## config.mk

```make
export PLATFORM = sky130hd
export DESIGN_NAME = dpdt_timer
export DESIGN_NICKNAME = d
export VERILOG_FILES = /design/src/dpdt_timer_pkg.sv /design/src/dpdt_timer.sv
export VERILOG_INCLUDE_DIRS = /design/src
export SDC_FILE = /design/constraint.sdc
export NUM_CORES = 1
export LEC_CHECK = 0
export ABC_AREA = 1
export BUFFER_PORTS_ARGS = -buffer_cell sky130_fd_sc_hd__buf_2
export CORE_UTILIZATION = 50
export DETAILED_ROUTE_END_ITERATION = 8
export PLACE_DENSITY = 0.67
export SLEW_MARGIN = 15
export SYNTH_ARGS = -nofsm -noshare
export SYNTH_HDL_FRONTEND = slang
export SYNTH_SLANG_ARGS = --single-unit
```

## constraint.sdc

```tcl
create_clock -name clk -period 4.65 [get_ports clk]
set_input_delay 0.6975 -clock clk [delete_from_list [all_inputs] [get_ports clk]]
set_output_delay 0.6975 -clock clk [all_outputs]
set_load 0.02 [all_outputs]
```

## src/dpdt_timer_cfg.svh

```systemverilog
// offsets, field positions, reset values and counts of the dual timer
`ifndef DPDT_TIMER_CFG_SVH
`define DPDT_TIMER_CFG_SVH

// data-space locations, first unit
`define DPDT_T1_PRESC_ADDR 8'hd2
`define DPDT_T1_COUNT_ADDR 8'hd3
`define DPDT_T1_CTRL_ADDR 8'hd4
// data-space locations, second unit
`define DPDT_T2_PRESC_ADDR 8'hda
`define DPDT_T2_COUNT_ADDR 8'hdb
`define DPDT_T2_CTRL_ADDR 8'hdc

// status/control field positions
`define DPDT_ZERO_BIT 7
`define DPDT_IE_BIT 6
`define DPDT_EN_HI_BIT 5
`define DPDT_EN_LO_BIT 4
`define DPDT_PSI_BIT 3
`define DPDT_DIV_MSB 2
`define DPDT_DIV_LSB 0

// writable bits of each control register
`define DPDT_T1_CTRL_MASK 8'hff
`define DPDT_T2_CTRL_MASK 8'hcf

// reset values
`define DPDT_COUNT_RESET 8'hff
`define DPDT_PRESC_RESET 7'h7f
`define DPDT_CTRL_RESET 8'h00

// oscillator divided by 12 feeds the prescaler
`define DPDT_OSC_DIVIDE 12
`define DPDT_OSC_DIV_LAST 4'hb

`endif

```

## src/dpdt_timer_pkg.sv

```systemverilog
// types shared by the dual prescaled down timer
`default_nettype none
package dpdt_timer_pkg;

    typedef logic [7:0] dpdt_byte_t;
    typedef logic [6:0] dpdt_presc_t;

    // division select codes
    typedef enum logic [2:0] {
        DPDT_DIV_1 = 3'b000,
        DPDT_DIV_2 = 3'b001,
        DPDT_DIV_4 = 3'b010,
        DPDT_DIV_8 = 3'b011,
        DPDT_DIV_16 = 3'b100,
        DPDT_DIV_32 = 3'b101,
        DPDT_DIV_64 = 3'b110,
        DPDT_DIV_128 = 3'b111
    } dpdt_div_t;

endpackage

`default_nettype wire

```

## src/dpdt_timer.sv

```systemverilog
// two prescaled 8-bit down timers on the core data space
`include "dpdt_timer_cfg.svh"
`timescale 1ns/1ps
`default_nettype none

module dpdt_timer
    import dpdt_timer_pkg::*;
(
    input wire logic clk,
    input wire logic resetn,
    input wire logic [7:0] bus_addr,
    input wire logic [7:0] bus_wdata,
    input wire logic bus_wr,
    input wire logic bus_rd,
    output logic [7:0] bus_rdata,
    output logic irq_vector3,
    output logic irq_vector1,
    output logic wait_wakeup
);

    // true when addr names the given location
    function automatic logic addr_hit(
        input logic [7:0] addr,
        input logic [7:0] loc
    );
        addr_hit = (addr == loc);
    endfunction

    // rising edge of the selected counter clock source
    function automatic logic tap_rise(
        input logic [2:0] sel,
        input logic tick,
        input logic [6:0] cur,
        input logic [6:0] nxt
    );
        logic [2:0] idx;
        idx = sel - 3'h1;
        if (sel == DPDT_DIV_1) begin
            tap_rise = tick;
        end else begin
            tap_rise = tick & ~cur[idx] & nxt[idx];
        end
    endfunction

    // one less, wrapping through zero; shared by counter and prescaler
    function automatic logic [7:0] dec_one(
        input logic [7:0] value
    );
        dec_one = value - 8'h01;
    endfunction

    // oscillator divider state
    logic [3:0] osc_div_reg;
    logic [3:0] osc_div_next;
    logic div_tick;

    // per-unit state gathered for the read mux
    dpdt_byte_t cnt_all [2];
    dpdt_presc_t psc_all [2];
    dpdt_byte_t ctl_all [2];

    // registered outputs
    logic [7:0] rdata_reg;
    logic [7:0] rdata_next;
    logic irq3_reg;
    logic irq1_reg;
    logic wake_reg;
    logic irq3_next;
    logic irq1_next;
    logic wake_next;

    // global enable from the first unit only
    logic glob_en;

    // address decode for all six locations
    logic [1:0] sel_psc;
    logic [1:0] sel_cnt;
    logic [1:0] sel_ctl;

    assign sel_psc[0] = addr_hit(bus_addr, `DPDT_T1_PRESC_ADDR);
    assign sel_cnt[0] = addr_hit(bus_addr, `DPDT_T1_COUNT_ADDR);
    assign sel_ctl[0] = addr_hit(bus_addr, `DPDT_T1_CTRL_ADDR);
    assign sel_psc[1] = addr_hit(bus_addr, `DPDT_T2_PRESC_ADDR);
    assign sel_cnt[1] = addr_hit(bus_addr, `DPDT_T2_COUNT_ADDR);
    assign sel_ctl[1] = addr_hit(bus_addr, `DPDT_T2_CTRL_ADDR);

    // enable only for bit 4 set with bit 5 clear
    assign glob_en = ctl_all[0][`DPDT_EN_LO_BIT] &
                     ~ctl_all[0][`DPDT_EN_HI_BIT];

    // oscillator over 12: one tick per twelve clocks
    assign div_tick = (osc_div_reg == `DPDT_OSC_DIV_LAST);
    assign osc_div_next = div_tick ? 4'h0 : osc_div_reg + 4'h1;

    // free-running divide-by-12 counter
    always_ff @(posedge clk or negedge resetn) begin
        if (!resetn) begin
            osc_div_reg <= 4'h0;
        end else begin
            osc_div_reg <= osc_div_next;
        end
    end

    // two units, alike but for the control write mask
    genvar u;
    generate
        for (u = 0; u < 2; u = u + 1) begin : g_unit
            logic [7:0] cnt_reg;
            logic [7:0] cnt_next;
            logic [6:0] psc_reg;
            logic [6:0] psc_next;
            logic [7:0] ctl_reg;
            logic [7:0] ctl_next;
            logic [7:0] ctl_mask;
            logic wr_psc;
            logic wr_cnt;
            logic wr_ctl;
            logic prescaler_initialise_bit;
            logic run;
            logic psc_dec;
            logic [6:0] psc_minus;
            logic [7:0] cnt_minus;
            logic cnt_step;
            logic dec_to_zero;
            logic zero_set;
            logic zero_next;

            // write strobes for this unit
            assign wr_psc = bus_wr & sel_psc[u];
            assign wr_cnt = bus_wr & sel_cnt[u];
            assign wr_ctl = bus_wr & sel_ctl[u];

            // second unit keeps no global enable bits 5:4
            assign ctl_mask = (u == 0) ? `DPDT_T1_CTRL_MASK :
                                         `DPDT_T2_CTRL_MASK;

            // running needs global enable and initialise bit
            assign prescaler_initialise_bit = ctl_reg[`DPDT_PSI_BIT];
            assign run = glob_en & prescaler_initialise_bit;
            assign psc_dec = run & div_tick;
            assign psc_minus = 7'(dec_one({1'b0, psc_reg})); // 00 -> 7F
            assign cnt_minus = dec_one(cnt_reg); // 00 -> FF

            // counter clock from the selected tap
            assign cnt_step = run & tap_rise(
                ctl_reg[`DPDT_DIV_MSB:`DPDT_DIV_LSB],
                psc_dec, psc_reg, psc_minus);

            // prescaler: preset while not initialised, else load, count down or hold
            assign psc_next = !prescaler_initialise_bit ? `DPDT_PRESC_RESET :
                              wr_psc ? bus_wdata[6:0] :
                              psc_dec ? psc_minus :
                              psc_reg;

            // counter: software write wins over a step
            assign cnt_next = wr_cnt ? bus_wdata :
                              cnt_step ? cnt_minus :
                              cnt_reg;

            // decrement landing on zero, unless overwritten
            assign dec_to_zero = cnt_step & ~wr_cnt &
                                 (cnt_reg == 8'h01);

            // any source that sets the zero flag
            assign zero_set = dec_to_zero |
                              (wr_cnt & (bus_wdata == 8'h00)) |
                              (wr_ctl & bus_wdata[`DPDT_ZERO_BIT]);

            // set beats a software clear in the same cycle
            assign zero_next = zero_set ? 1'b1 :
                               wr_ctl ? 1'b0 :
                               ctl_reg[`DPDT_ZERO_BIT];

            // control register with flag merged in
            always_comb begin
                ctl_next = ctl_reg;
                if (wr_ctl) begin
                    ctl_next = bus_wdata & ctl_mask;
                end
                ctl_next[`DPDT_ZERO_BIT] = zero_next;
            end

            // unit state, stopped after reset
            always_ff @(posedge clk or negedge resetn) begin
                if (!resetn) begin
                    cnt_reg <= `DPDT_COUNT_RESET;
                    psc_reg <= `DPDT_PRESC_RESET;
                    ctl_reg <= `DPDT_CTRL_RESET;
                end else begin
                    cnt_reg <= cnt_next;
                    psc_reg <= psc_next;
                    ctl_reg <= ctl_next;
                end
            end

            // expose state for read-back and requests
            assign cnt_all[u] = cnt_reg;
            assign psc_all[u] = psc_reg;
            assign ctl_all[u] = ctl_reg;
        end
    endgenerate

    // live read-back; unmapped locations read zero
    logic [7:0] rd_mux;
    assign rd_mux = sel_psc[0] ? {1'b0, psc_all[0]} :
                    sel_cnt[0] ? cnt_all[0] :
                    sel_ctl[0] ? ctl_all[0] :
                    sel_psc[1] ? {1'b0, psc_all[1]} :
                    sel_cnt[1] ? cnt_all[1] :
                    sel_ctl[1] ? ctl_all[1] :
                    8'h00;

    // read data returned the cycle after the strobe
    assign rdata_next = bus_rd ? rd_mux : 8'h00;

    // requests follow enable and flag of each unit
    assign irq3_next = ctl_all[0][`DPDT_IE_BIT] &
                       ctl_all[0][`DPDT_ZERO_BIT];
    assign irq1_next = ctl_all[1][`DPDT_IE_BIT] &
                       ctl_all[1][`DPDT_ZERO_BIT];

    // any pending request ends the wait state
    assign wake_next = irq3_next | irq1_next;

    // output flops
    always_ff @(posedge clk or negedge resetn) begin
        if (!resetn) begin
            rdata_reg <= 8'h00;
            irq3_reg <= 1'b0;
            irq1_reg <= 1'b0;
            wake_reg <= 1'b0;
        end else begin
            rdata_reg <= rdata_next;
            irq3_reg <= irq3_next;
            irq1_reg <= irq1_next;
            wake_reg <= wake_next;
        end
    end

    // ports straight from flops
    assign bus_rdata = rdata_reg;
    assign irq_vector3 = irq3_reg;
    assign irq_vector1 = irq1_reg;
    assign wait_wakeup = wake_reg;

endmodule

`default_nettype wire

```

**Yosys cells after proc, flatten, opt, wreduce, memory -nomap -nowiden**

Index checks and enable logic that the tools add are counted.

- Bits in registers: 59
- Input bits: 20
- Output and inout bits: 11
- Logic and storage cells: 109

- Add/subtract/negate cells: 7
- Order comparisons: 2
- Equal/unequal tests: 11
- Muxes and demuxes: 32
- Bitwise logic cells: 37
- Reductions and logical operators: 7

Operator list:

| operator | count |
|---|---|
| 8-bit 2-to-1 mux | 11 |
| 8-bit == test (second input constant) | 6 |
| 7-bit 2-to-1 mux | 6 |
| 1-bit AND | 27 |
| 8-bit by 1-bit == test with 1-bit output (second input constant) | 2 |
| 8-bit by 1-bit subtractor with 8-bit output (second input constant) | 2 |
| 7-bit by 1-bit subtractor with 7-bit output (second input constant) | 2 |
| 1-bit binary-select mux with 3-bit select | 4 |
| 1-bit 2-to-1 mux | 10 |
| 8-bit logical NOT | 1 |
| 3-bit by 4-bit < comparator with 1-bit output (second input constant) | 2 |
| 2-bit nonzero test | 4 |
| 3-bit logical NOT | 2 |
| 3-bit by 1-bit != test with 1-bit output (second input constant) | 2 |
| 3-bit by 1-bit subtractor with 3-bit output (second input constant) | 2 |
| 1-bit inverter | 5 |
| 1-bit bitwise OR | 5 |
| 4-bit by 1-bit adder with 4-bit output (second input constant) | 1 |
| 4-bit == test (second input constant) | 1 |
| 4-bit 2-to-1 mux | 1 |

**Longest topological paths before layout**

Gate-level depths: netlist of the first run.

- Word-level depth: 13
- Mapped depth: 15

**Least setup slack after synthesis of the first run**

No wires, ideal clock.

- Path kind: input to register
- Start point: in bus_addr[5]
- End point: reg g_unit[0].psc_reg[3]
- Arrival: 1.720 ns
- Data required time: 4.573 ns
- Slack: 2.853 ns
- Stages: 10
- Path buffers: 1
- Path through: inv_1 -> nand4_2 -> clkinv_2 -> nand2_2 -> nor2_4 -> nand2_4 -> buf_6 -> nand3_4 -> nor2_1 -> a31oi_1

- Cells in the longest elaborated chain, start to end: 4
- Elaborated cells between the ends (all ways): 5

Ends and longest elaborated chain:

| what | RTL line | source |
|---|---|---|
| start, declared | dpdt_timer.sv:11 | `input wire logic [7:0] bus_addr,` |
| 8-bit == test (*) | dpdt_timer.sv:26 | `addr_hit = (addr == loc);` |
| 1-bit AND (*) | dpdt_timer.sv:129 | `assign wr_psc = bus_wr & sel_psc[u];` |
| 7-bit 2-to-1 mux | dpdt_timer.sv:151 | `wr_psc ? bus_wdata[6:0] :` |
| 7-bit 2-to-1 mux | dpdt_timer.sv:150 | `` assign psc_next = !prescaler_initialise_bit ? `DPDT_PRESC_RESET : `` |
| end signal, assigned | dpdt_timer.sv:187 | `` psc_reg <= `DPDT_PRESC_RESET; `` |
| end signal, assigned | dpdt_timer.sv:191 | `psc_reg <= psc_next;` |
| end, declared | dpdt_timer.sv:110 | `logic [6:0] psc_reg;` |

Mark *: on every way between the ends. The rest lies on a longest branch, timed or not.
A chain may end at the register's enable or synchronous reset.

**Final worst setup path of the first run**

- Start point: reg g_unit[1].ctl_reg[0]
- End point: reg g_unit[1].cnt_reg[5]

- Cells in the longest elaborated chain, start to end: 9
- Elaborated cells between the ends (all ways): 12

Ends and longest elaborated chain:

| what | RTL line | source |
|---|---|---|
| start, declared | dpdt_timer.sv:112 | `logic [7:0] ctl_reg;` |
| start signal, assigned | dpdt_timer.sv:188 | `` ctl_reg <= `DPDT_CTRL_RESET; `` |
| start signal, assigned | dpdt_timer.sv:192 | `ctl_reg <= ctl_next;` |
| 3-bit by 1-bit subtractor with 3-bit output | dpdt_timer.sv:37 | `idx = sel - 3'h1;` |
| 1-bit binary-select mux with 3-bit select | dpdt_timer.sv:41 | `tap_rise = tick & ~cur[idx] & nxt[idx];` |
| 1-bit 2-to-1 mux (implied by the code) | dpdt_timer.sv:41 |  |
| 1-bit inverter | dpdt_timer.sv:41 |  |
| 1-bit AND (2 in series) | dpdt_timer.sv:41 |  |
| 1-bit 2-to-1 mux (*) | dpdt_timer.sv:38 | `if (sel == DPDT_DIV_1) begin` |
| 1-bit AND (*) | dpdt_timer.sv:145 | `assign cnt_step = run & tap_rise(` |
| 2-bit nonzero test (no line) (*) | - |  |
| end signal, assigned | dpdt_timer.sv:186 | `` cnt_reg <= `DPDT_COUNT_RESET; `` |
| end signal, assigned | dpdt_timer.sv:190 | `cnt_reg <= cnt_next;` |
| end, declared | dpdt_timer.sv:108 | `logic [7:0] cnt_reg;` |

Mark *: on every way between the ends. The rest lies on a longest branch, timed or not. The select of a mux whose other input is x is not followed.

==> metrics.md, run 1 <==
| Metric | Value |
|---|---|
| Status | finished, final reports clean |
| Critical path type | reg2reg |
| Slew Viols, Final | 0 |
| CP Data Required Time | 4.94 ns |
| #FFs+latches synth | 59 |
| Vias per inst | 5.55 |
| Leak Pwr | 2.16 nW |
| Vias | 3793 |
| Final wirelength | 10.7 mm |
| 1st-iter DRT viols | 271 |
| Sequential-to-total area share from yosys stat | 38.1% |
| Arrival time worst endpoint | 2.45 ns |
| Max Clock Skew | 0.00847 ns |
| HP Class | in2async |
| Critical path's top delay family | simple AND/OR/NAND/NOR gates |
| Row cnt | 32 |
| Cell area after synthesis | 3970 µm² |
| Worst setup EP type | register |
| Final GP Congestion | 0.947 |
| Most common cell in the netlist | nand2_1 |
| Ys flop type | dfstp_2 |
| Rel. slew slack | 57.4% |
| Clock root cell | clkbuf_8 |
| CTS clk-pin slew, worst paths | 0.07 ns |
| Die Y-Extent | 91.1 µm |
| Largest net degree at the start of global routing | 49 |
| Fin util | 57.4% |
| CTS tree | yes |
| Clk_lat worst skew | 0.35 ns |
| Final hold violation count | 0 |
| Post-synth top area share | 19.9% |
| Final period util | 46.3% |
| Die area | 8300 µm² |
| PwrDens | 358 nW/µm² |
| Sink Count | 59 |
| Core Area | 7690 µm² |
| H-tree lvl count | 3 |
| Syn Inst Count | 544 |
| Met3 Resource Use GR | 3.94% |
| Post-place setup slack | 2.41 ns |
| DRT Pass-1 Iters | 5 |
| I/O pins | 31 |
| CTS resizes | 0 |
| Clk buf depth | 2 |
| Most Crowded Layer GR | met2 |
| RSZ-0062 raised after global routing | false |
| Number of global-route vias before repair | 3445 |
| Net Count, Synth | 575 |
| Initial Utilization | 51.6% |
| Post-DP HPWL | 7.72 mm |
| Critical Path Most Common Cell | nand2_1 |
| # diodes | 0 |
| Worst setup margin | 2.49 ns |
| Fillers | 765 |
| CP max stage delay | 0.50 ns |
| CTS buffer count | 9 |
| Crit start category | register |
| Layout cells sized above 1 | 18.9% |
| Max Cap Viol | 0 |
| Reg2Reg Depth | 13 |
| First-pass GRT wire length | 17.6 mm |
| Hold_buf cts | 0 |
| Placement Cell Area | 4190 µm² |
| Routed Antenna Nets | 0 |
| Fmax achieved | 0.464 GHz |
| Overall routing resource usage | 27.9% |
| Final critical-path required period | 2.16 ns |
| Setup TNS | 0 ns |
| Worst-Margin Slew | 0.633 ns |
| Post-CTS Setup Bufs | 0 |
| Synth-to-layout area growth | 11.1% |
| Critical path's slowest cell | dfrtp_1 |
| Wirelength per Cell | 15.6 µm |
| Ys Warns | 0 |
| Worst path bufs/invs | 2 |
| Met1 usage | 39.2% |
| Remaining DRCs | 0 |
| Die W | 91.1 µm |
| CP Depth | 13 |
| Met2 Usage GRT | 43.5% |
| Synth top cells by count | 137 x nand2_1, 65 x inv_1, 56 x o21ai_0 |
| Hold slack | 0.482 ns |
| Final instance area | 4410 µm² |
| Endpoints failing setup | 0 |
| Max IR drop VDD | 0.223 mV |
| Post-synth cell types | 42 |
| Syn avg cell area | 7.30 µm² |
| Max FFs per register | 16 |
| Crit Path Max Fanout | 9 |
| CP Cell Sequence | inv_2, ha_1, nor2_1, nand2_1, nand2_1, inv_1, nand2_1, a21boi_0, nand2_1, nand2_4, nand2_4, nand2_1, nand2_1 |
| IO Port Bufs | 30 |
| NumNets Final | 608 |
| Ranking of synthesized cells by area | dfstp_2 20%, dfrtp_1 18%, nand2_1 13% |
| Total gr overflow | 0 |
| Post-synth EDFFs | 0 |
| Post-synth top area cell | dfstp_2 |
| Asr flop ratio synth | 100% |
| Initial antenna violation count | 0 |
## metrics by stage
stage | instances | power (W)
3_3_place_gp | 668 | 0.00104
2_1_floorplan | 544 | 0.000942
6_report | 684 | 0.00158
5_1_grt | 684 | 0.00168
3_5_place_dp | 668 | 0.00105
4_1_cts | 684 | 0.00159
## placed cells by master, fill, tap and decap left out, types with 6 or more instances in the layout
cell,instances
xor2_1,8
dfrtp_1,29
buf_2,30
nand3_1,45
o21ai_0,56
ha_1,11
a21oi_1,29
inv_1,65
clkbuf_8,9
nand2_1,137
o21ai_1,8
dfstp_2,30
xnor2_1,7
inv_2,6
nor2_1,47
## kinds of logic (layout without fill, tap and decap cells)
kind of cell	count (synthesis)	in the layout	share of synthesized area [%]
adders and majority gates	11	11	3.47
xor gates and xnor gates	15	15	3.31
DFF	59	59	38.1
muxes	2	2	0.567
AOI/OAI and AO/OA	114	114	15.7
and+or+nand+nor	262	262	30.4
buffers and inverters	81	119	8.38
## worst register-to-register path, stage by stage (launching register included)
cell	delay [ns]
dfrtp_1	0.50
inv_2	0.14
ha_1	0.40
nor2_1	0.22
nand2_1	0.08
nand2_1	0.06
inv_1	0.03
nand2_1	0.06
a21boi_0	0.07
nand2_1	0.14
nand2_4	0.12
nand2_4	0.13
nand2_1	0.07
nand2_1	0.07
## routing by layer
layer,up-vias,wire length (µm)
met4,0,228
met2,105,4890
li1,1850,-
met1,1821,5060
met3,17,489
met5,-,0
## path summary, 6_finish.rpt
kind | start | to | slack (ns)
max in group asynchronous | resetn | bus_rdata[3] | 3.51
worst min-delay path | resetn | g_unit[1].psc_reg[6] | 0.48
worst max-delay path | g_unit[1].ctl_reg[0] | g_unit[1].cnt_reg[5] | 2.49
min in group clk | osc_div_reg[3] | osc_div_reg[3] | 0.50
worst min register to register | osc_div_reg[3] | osc_div_reg[3] | 0.50
worst max register to register | g_unit[1].ctl_reg[0] | g_unit[1].cnt_reg[5] | 2.49
## power by group
group / leakage, nW / internal, W / switching, W / total, W
Clock: 0.101 / 0.000299 / 0.000228 / 0.000527
Sequential: 0.673 / 0.000621 / 0.0000905 / 0.000711
Combinational: 1.39 / 0.000133 / 0.000207 / 0.000339
## cell type report
| cell class | instances | area, µm² | share of cell area [%] |
|---|---|---|---|
| tap | 102 | 128 | 2.89 |
| timing repair buffer | 31 | 158 | 3.57 |
| clock inverter | 7 | 92.6 | 2.10 |
| inverter | 72 | 272 | 6.16 |
| sequential | 59 | 1510 | 34.3 |
| multi-input combinational | 404 | 2120 | 48.1 |
| clock buffer | 9 | 124 | 2.81 |
Power figures use the tool's default switching activity.
==> run 2: changes to the inputs <==
==> constraint.sdc (replaced) <==
create_clock -name clk -period 2.05 [get_ports clk]
set_input_delay 0.3075 -clock clk [delete_from_list [all_inputs] [get_ports clk]]
set_output_delay 0.3075 -clock clk [all_outputs]
set_load 0.02 [all_outputs]
==> metrics.md, run 2 (synthesis gave the netlist of run 1 again) <==
| Metric | Value |
|---|---|
| Sink Count | 59 (unchanged) |
| Critical Path Most Common Cell | nand2_1 |
| Critical path's slowest cell | dfstp_2 |
| Vias per inst | 5.47 (-1.3%) |
| Worst setup EP type | register |
| Endpoints failing setup | 0 (unchanged) |
| R2r setup slk | 0.14 ns (-2.36 ns) |
| Crit start category | register |
| Final critical-path required period | 1.91 ns (-0.244 ns) |
| Final wirelength | 10.8 mm (+1.3%) |
| CP max stage delay | 0.56 ns (+0.06 ns) |
| Final period util | 93.2% (+47 points) |
| Clk_lat worst skew | 0.36 ns (about the same) |
| Routed Antenna Nets | 0 (unchanged) |
| H-tree lvl count | 3 (unchanged) |
| 1st-iter DRT viols | 273 (+0.74%) |
| Wirelength per Cell | 15.5 µm (-0.76%) |
| Total gr overflow | 0 (unchanged) |
| Vias | 3819 (+0.69%) |
| Fmax achieved | 0.523 GHz (+13%) |
| Critical path type | reg2reg |
| Hold_sp | bus_wdata[3] |
| Number of global-route vias before repair | 3579 (+3.9%) |
| Final hold violation count | 0 (unchanged) |
| R2R Path End | g_unit[0].cnt_reg[3] |
| Fin util | 58.6% (+1.2 points) |
| CTS clk-pin slew, worst paths | 0.07 ns (about the same) |
| Initial antenna violation count | 0 (unchanged) |
| Max Clock Skew | 0.0110 ns (+0.00249 ns) |
| CTS tree | yes |
| CTS buffer count | 9 (unchanged) |
| Placed cell count | 677 (+1.3%) |
| Hold Crit Endpoint | g_unit[1].ctl_reg[3] |
| Post-Layout Cell Count | 698 (+2.0%) |
| Rel. slew slack | 75.8% (+18 points) |
| Max IR drop VDD | 0.619 mV (+180%) |
| Max Cap Viol | 0 (unchanged) |
| Worst R2R Start | g_unit[0].psc_reg[0] |
| Final GP Congestion | 0.886 (-6.4%) |
| Crit Path Max Fanout | 8 (-1) |
| Post-DP HPWL | 7.62 mm (-1.3%) |
| # diodes | 0 (unchanged) |
| Die W | 91.1 µm (unchanged) |
| First-pass GRT wire length | 17.7 mm (+0.59%) |
| Setup TNS | 0 ns (unchanged) |
| Status | finished, final reports clean |
| I/O pins | 31 (unchanged) |
| PwrDens | 748 nW/µm² (+110%) |
| Overall routing resource usage | 27.6% (-0.23 points) |
| Fillers | 730 (-4.6%) |
| Most common cell after layout, fill and taps aside | nand2_1 |
| Worst-Margin Slew | 0.360 ns (-0.273 ns) |
| Row cnt | 32 (unchanged) |
| CP Data Required Time | 2.34 ns (-2.60 ns) |
| Initial Utilization | 51.6% (unchanged) |
| Clock root cell | clkbuf_8 |
| NumNets Final | 622 (+2.3%) |
| Remaining DRCs | 0 (unchanged) |
| HP Class | in2reg |
| Leak Pwr | 2.22 nW (+2.8%) |
| Clk buf depth | 2 (unchanged) |
| Hold path depth | 3 |
| Die area | 8300 µm² (unchanged) |
| DRT Pass-1 Iters | 5 (unchanged) |
| Layout cells sized above 1 | 22.0% (+3.1 points) |
| Arrival time worst endpoint | 2.20 ns (-0.25 ns) |
| Synth-to-layout area growth | 13.5% |
| Die Y-Extent | 91.1 µm (unchanged) |
| RSZ-0062 raised after global routing | true |
| Slew Viols, Final | 0 (unchanged) |
| IO Port Bufs | 30 (unchanged) |
| CP Cell Sequence | inv_2, ha_1, inv_1, nand2_1, o21ai_1, nand2_1, nand3_2, a21oi_2, nand2_2, nand2_4, nand2_4, nand2_1, nand2_1 |
| Placement Cell Area | 4270 µm² (+1.9%) |
| Most frequent cells in the layout | 136 x nand2_1, 62 x inv_1, 55 x o21ai_0 |
| Max FFs per register | 16 (unchanged) |
| Core Area | 7690 µm² (unchanged) |
| Largest net degree at the start of global routing | 60 (+22%) |
| Final instance area | 4510 µm² (+2.2%) |
| Reg2Reg Depth | 13 (unchanged) |
[run 2: worst max-delay path by stage]
stage | start | endpoint | slack, ns | cells after the start
2_1_floorplan | g_unit[1].ctl_reg[0] | g_unit[1].cnt_reg[2] | 0.30 | 11
3_3_place_gp | g_unit[1].psc_reg[0] | g_unit[1].cnt_reg[1] | 0.12 | 14
6_report | g_unit[0].psc_reg[0] | g_unit[0].cnt_reg[3] | 0.14 | 13
3_5_place_dp | g_unit[1].psc_reg[0] | g_unit[1].cnt_reg[7] | 0.06 | 14
5_1_grt | g_unit[0].psc_reg[0] | g_unit[0].cnt_reg[3] | -0.03 | 13
4_1_cts | g_unit[1].psc_reg[0] | g_unit[1].cnt_reg[7] | 0.04 | 14
[run 2: power breakdown]
group | leakage (nW) | internal [W] | total [W] | switching [W]
Clock | 0.0872 | 0.000467 | 0.000957 | 0.000490
Combinational | 1.46 | 0.000319 | 0.000806 | 0.000487
Sequential | 0.673 | 0.00141 | 0.00161 | 0.000198
Total | 2.22 | 0.00219 | 0.00337 | 0.00118
[run 2: routing by layer]
| layer | up-vias | share of wire [%] | track usage [%] |
|---|---|---|---|
| li1 | 1880 | - | - |
| met1 | 1755 | 46 | 38.8 |
| met2 | 158 | 44 | 41.7 |
| met3 | 26 | 6.1 | 4.19 |
| met4 | 0 | 3.1 | 13.1 |
| met5 | - | 0 | 0 |
[run 2: through the flow]
step / setup slack [ns] / power [W] / hold WS, ns
after floorplan: 0.299 / 0.00214 / 0.0119
after global placement: 0.122 / 0.00237 / 0.340
after detailed placement: 0.0628 / 0.00239 / 0.339
after CTS: 0.0449 / 0.00334 / 0.243
after global routing: -0.0279 / 0.00357 / 0.274
final: 0.139 / 0.00337 / 0.251
[run 2: critical path: cells and delay by family, from the launching register on]
kind | cells | cell delay [ns]
adders and majority gates | 1 | 0.28
buffers and inverters | 2 | 0.12
DFF | 1 | 0.56
and+or+nand+nor | 8 | 0.65
AOI/OAI and AO/OA | 2 | 0.21
[run 2: cell type report]
| class | count | area (µm²) | area share, % |
|---|---|---|---|
| clock buffers | 13 | 149 | 3.30 |
| flip-flops and latches | 59 | 1510 | 33.6 |
| inverters | 72 | 272 | 6.03 |
| clock inverters | 3 | 15.0 | 0.333 |
| multi-input cells | 406 | 2170 | 48.1 |
| well taps | 102 | 128 | 2.83 |
| repair buffers | 43 | 263 | 5.83 |
[run 2: timing repair]
item | CTS | global route
gates resized for setup | 0 | 13
hold endpoints to repair | 29 | 0
hold buffers | 1 | 0
setup buffers | 0 | 2
setup endpoints to repair | 0 | 16
==> run 3: changes to the inputs <==
--- a/config.mk
+++ b/config.mk
@@ -8,9 +8,9 @@
 export LEC_CHECK = 0
 export ABC_AREA = 1
 export BUFFER_PORTS_ARGS = -buffer_cell sky130_fd_sc_hd__buf_2
-export CORE_UTILIZATION = 50
+export CORE_UTILIZATION = 40
 export DETAILED_ROUTE_END_ITERATION = 8
-export PLACE_DENSITY = 0.67
+export PLACE_DENSITY = 0.56
 export SLEW_MARGIN = 15
 export SYNTH_ARGS = -nofsm -noshare
 export SYNTH_HDL_FRONTEND = slang
==> metrics.md, run 3 (synthesis gave the netlist of run 1 again) <==
| Metric | Value |
|---|---|
| Sink Count | 59 (unchanged) |
| Final hold violation count | 0 (unchanged) |
| Hold slack | 0.280 ns (+0.0292 ns) |
| 1st-iter DRT viols | 204 (-25%) |
| Fillers | 948 (+30%) |
| Total gr overflow | 0 (unchanged) |
| Wirelength per Cell | 15.8 µm (+2.2%) |
| Crit start category | register |
| Fin util | 49.6% (-9.0 points) |
| Remaining DRCs | 0 (unchanged) |
| Worst setup EP type | register |
| Die W | 102 µm (+12%) |
| Arrival time worst endpoint | 2.16 ns (-0.04 ns) |
| Part of the power in registers | 41.8% (-5.9 points) |
| Worst-Margin Slew | 0.379 ns (+0.0189 ns) |
| Clock share of power | 37.0% (+8.6 points) |
| RSZ-0062 raised after global routing | true |
| Overall routing resource usage | 23.9% (-3.7 points) |
| Vias | 3811 (-0.21%) |
| Fmax achieved | 0.530 GHz (+1.2%) |
| CTS tree | yes |
| IO Port Bufs | 30 (unchanged) |
| Gate power share | 21.2% (-2.7 points) |
| Vias per inst | 5.23 (-4.3%) |
| Critical path type | reg2reg |
| Most common cell after layout, fill and taps aside | nand2_1 |
| Routed Antenna Nets | 0 (unchanged) |
| Final period util | 92.1% (-1.1 points) |
| Max Cap Viol | 0 (unchanged) |
| HP Class | in2reg |
| Leak Pwr | 2.28 nW (+2.5%) |
| Slew Viols, Final | 0 (unchanged) |
| DRT Pass-1 Iters | 5 (unchanged) |
| Number of global-route vias before repair | 3547 (-0.89%) |
| I/O pins | 31 (unchanged) |
| H-tree lvl count | 3 (unchanged) |
| Sw Ratio | 31.2% (-3.7 points) |
| Endpoints failing setup | 0 (unchanged) |
| Final wirelength | 11.5 mm (+6.6%) |
| CTS buffer count | 9 (unchanged) |
| Synth-to-layout area growth | 17.7% |
| Layout cells sized above 1 | 22.7% (+0.72 points) |
| Max FFs per register | 16 (unchanged) |
| Crit Path Max Fanout | 8 (unchanged) |
| Switching pwr | 0.00120 W (+1.7%) |
| Row cnt | 35 (+9.4%) |
| Final GP Congestion | 0.865 (-2.4%) |
| Status | finished, final reports clean |
| Placement Cell Area | 4320 µm² (+1.1%) |
| Largest net degree at the start of global routing | 60 (unchanged) |
| Post-DP HPWL | 8.61 mm (+13%) |
| Initial antenna violation count | 0 (unchanged) |
| Rel. slew slack | 74.7% (-1.1 points) |
| First-pass GRT wire length | 18.5 mm (+4.6%) |
| Internal power | 0.00264 W (+20%) |
| PwrDens | 821 nW/µm² (+9.7%) |
| Die Y-Extent | 102 µm (+12%) |
| Max Clock Skew | 0.0121 ns (+0.00115 ns) |
| Most frequent cells in the layout | 134 x nand2_1, 64 x inv_1, 55 x o21ai_0 |
| CP Data Required Time | 2.32 ns (-0.02 ns) |
| Final critical-path required period | 1.89 ns (-0.0226 ns) |
| NumNets Final | 625 (+0.48%) |
| Clk_lat worst skew | 0.35 ns (about the same) |
| Die area | 10300 µm² (+24%) |
| Initial Utilization | 42.2% (-9.5 points) |
| # diodes | 0 (unchanged) |
| Clock root cell | clkbuf_8 |
| Core Area | 9420 µm² (+22%) |
| Final instance area | 4670 µm² (+3.7%) |
| CTS clk-pin slew, worst paths | 0.07 ns (about the same) |
| Max IR drop VDD | 0.408 mV (-34%) |
| Clk buf depth | 2 (unchanged) |
run 3: metrics by stage:
| step | TNS, ns | instances | power [W] | setup slack (ns) |
|---|---|---|---|---|
| finish | 0 | 728 | 0.00384 | 0.162 |
| global route | -0.00965 | 728 | 0.00404 | -0.00965 |
| CTS | 0 | 723 | 0.00382 | 0.0436 |
| detailed placement | 0 | 706 | 0.00240 | 0.0672 |
| global placement | 0 | 706 | 0.00239 | 0.0614 |
| floorplan | 0 | 544 | 0.00214 | 0.299 |
run 3: timing repair:
action	in CTS	in global routing
resized for setup	0	14
setup endpoints to repair	0	16
buffers inserted	0	3
hold buffers	1	0
hold endpoints to repair	29	0
run 3: cell type report:
cell class | instances | area [µm²] | area share (%)
Timing Repair Buffer | 46 | 285 | 6.10
Inverter | 72 | 272 | 5.81
Tap cell | 129 | 161 | 3.45
Sequential cell | 59 | 1510 | 32.4
Clock buffer | 12 | 165 | 3.53
Multi-Input combinational cell | 406 | 2180 | 46.7
Clock inverter | 4 | 95.1 | 2.03
run 3: power by group through the flow:
stage / registers, W / logic [W] / clock network (W)
after detailed placement: 0.00162 / 0.000781 / 0
after global routing: 0.00163 / 0.000941 / 0.00148
after global placement: 0.00162 / 0.000770 / 0
after CTS: 0.00160 / 0.000786 / 0.00144
final: 0.00160 / 0.000813 / 0.00142
after floorplan: 0.00156 / 0.000572 / 0
run 3: critical path, cell delays in order (launching register included):
cell and delay (ns):
dfstp_2 0.57, inv_2 0.05, ha_2 0.30, inv_1 0.05
nand2_1 0.06, o21ai_1 0.06, nand2_1 0.06, nand3_1 0.08
a21oi_2 0.15, nand2_2 0.10, nand2_4 0.13, nand2_8 0.08
nand2_1 0.07, nand2_1 0.05
run 3: worst paths after layout:
check                                     startpoint                    to  slack, ns  cells after the start
worst max-delay path            g_unit[0].psc_reg[0]  g_unit[0].cnt_reg[3]       0.16                     13
worst min-delay path                          bus_rd          bus_rdata[3]       0.28                      3
worst max register to register  g_unit[0].psc_reg[0]  g_unit[0].cnt_reg[3]       0.16                     13
worst min register to register        osc_div_reg[3]        osc_div_reg[3]       0.49                      1
max in group asynchronous                     resetn  g_unit[1].psc_reg[5]       1.22                      3
min in group asynchronous                     resetn           irq_vector3       0.51                      3
run 3: routing by layer:
layer  share of wire (%)  global-route usage (%)  up-vias
met1                  48                    33.3     1836
li1                    -                       -     1877
met3                 4.1                    2.69       12
met4                 1.2                    7.36        0
met5                   0                       0        -
met2                  47                    38.8       86
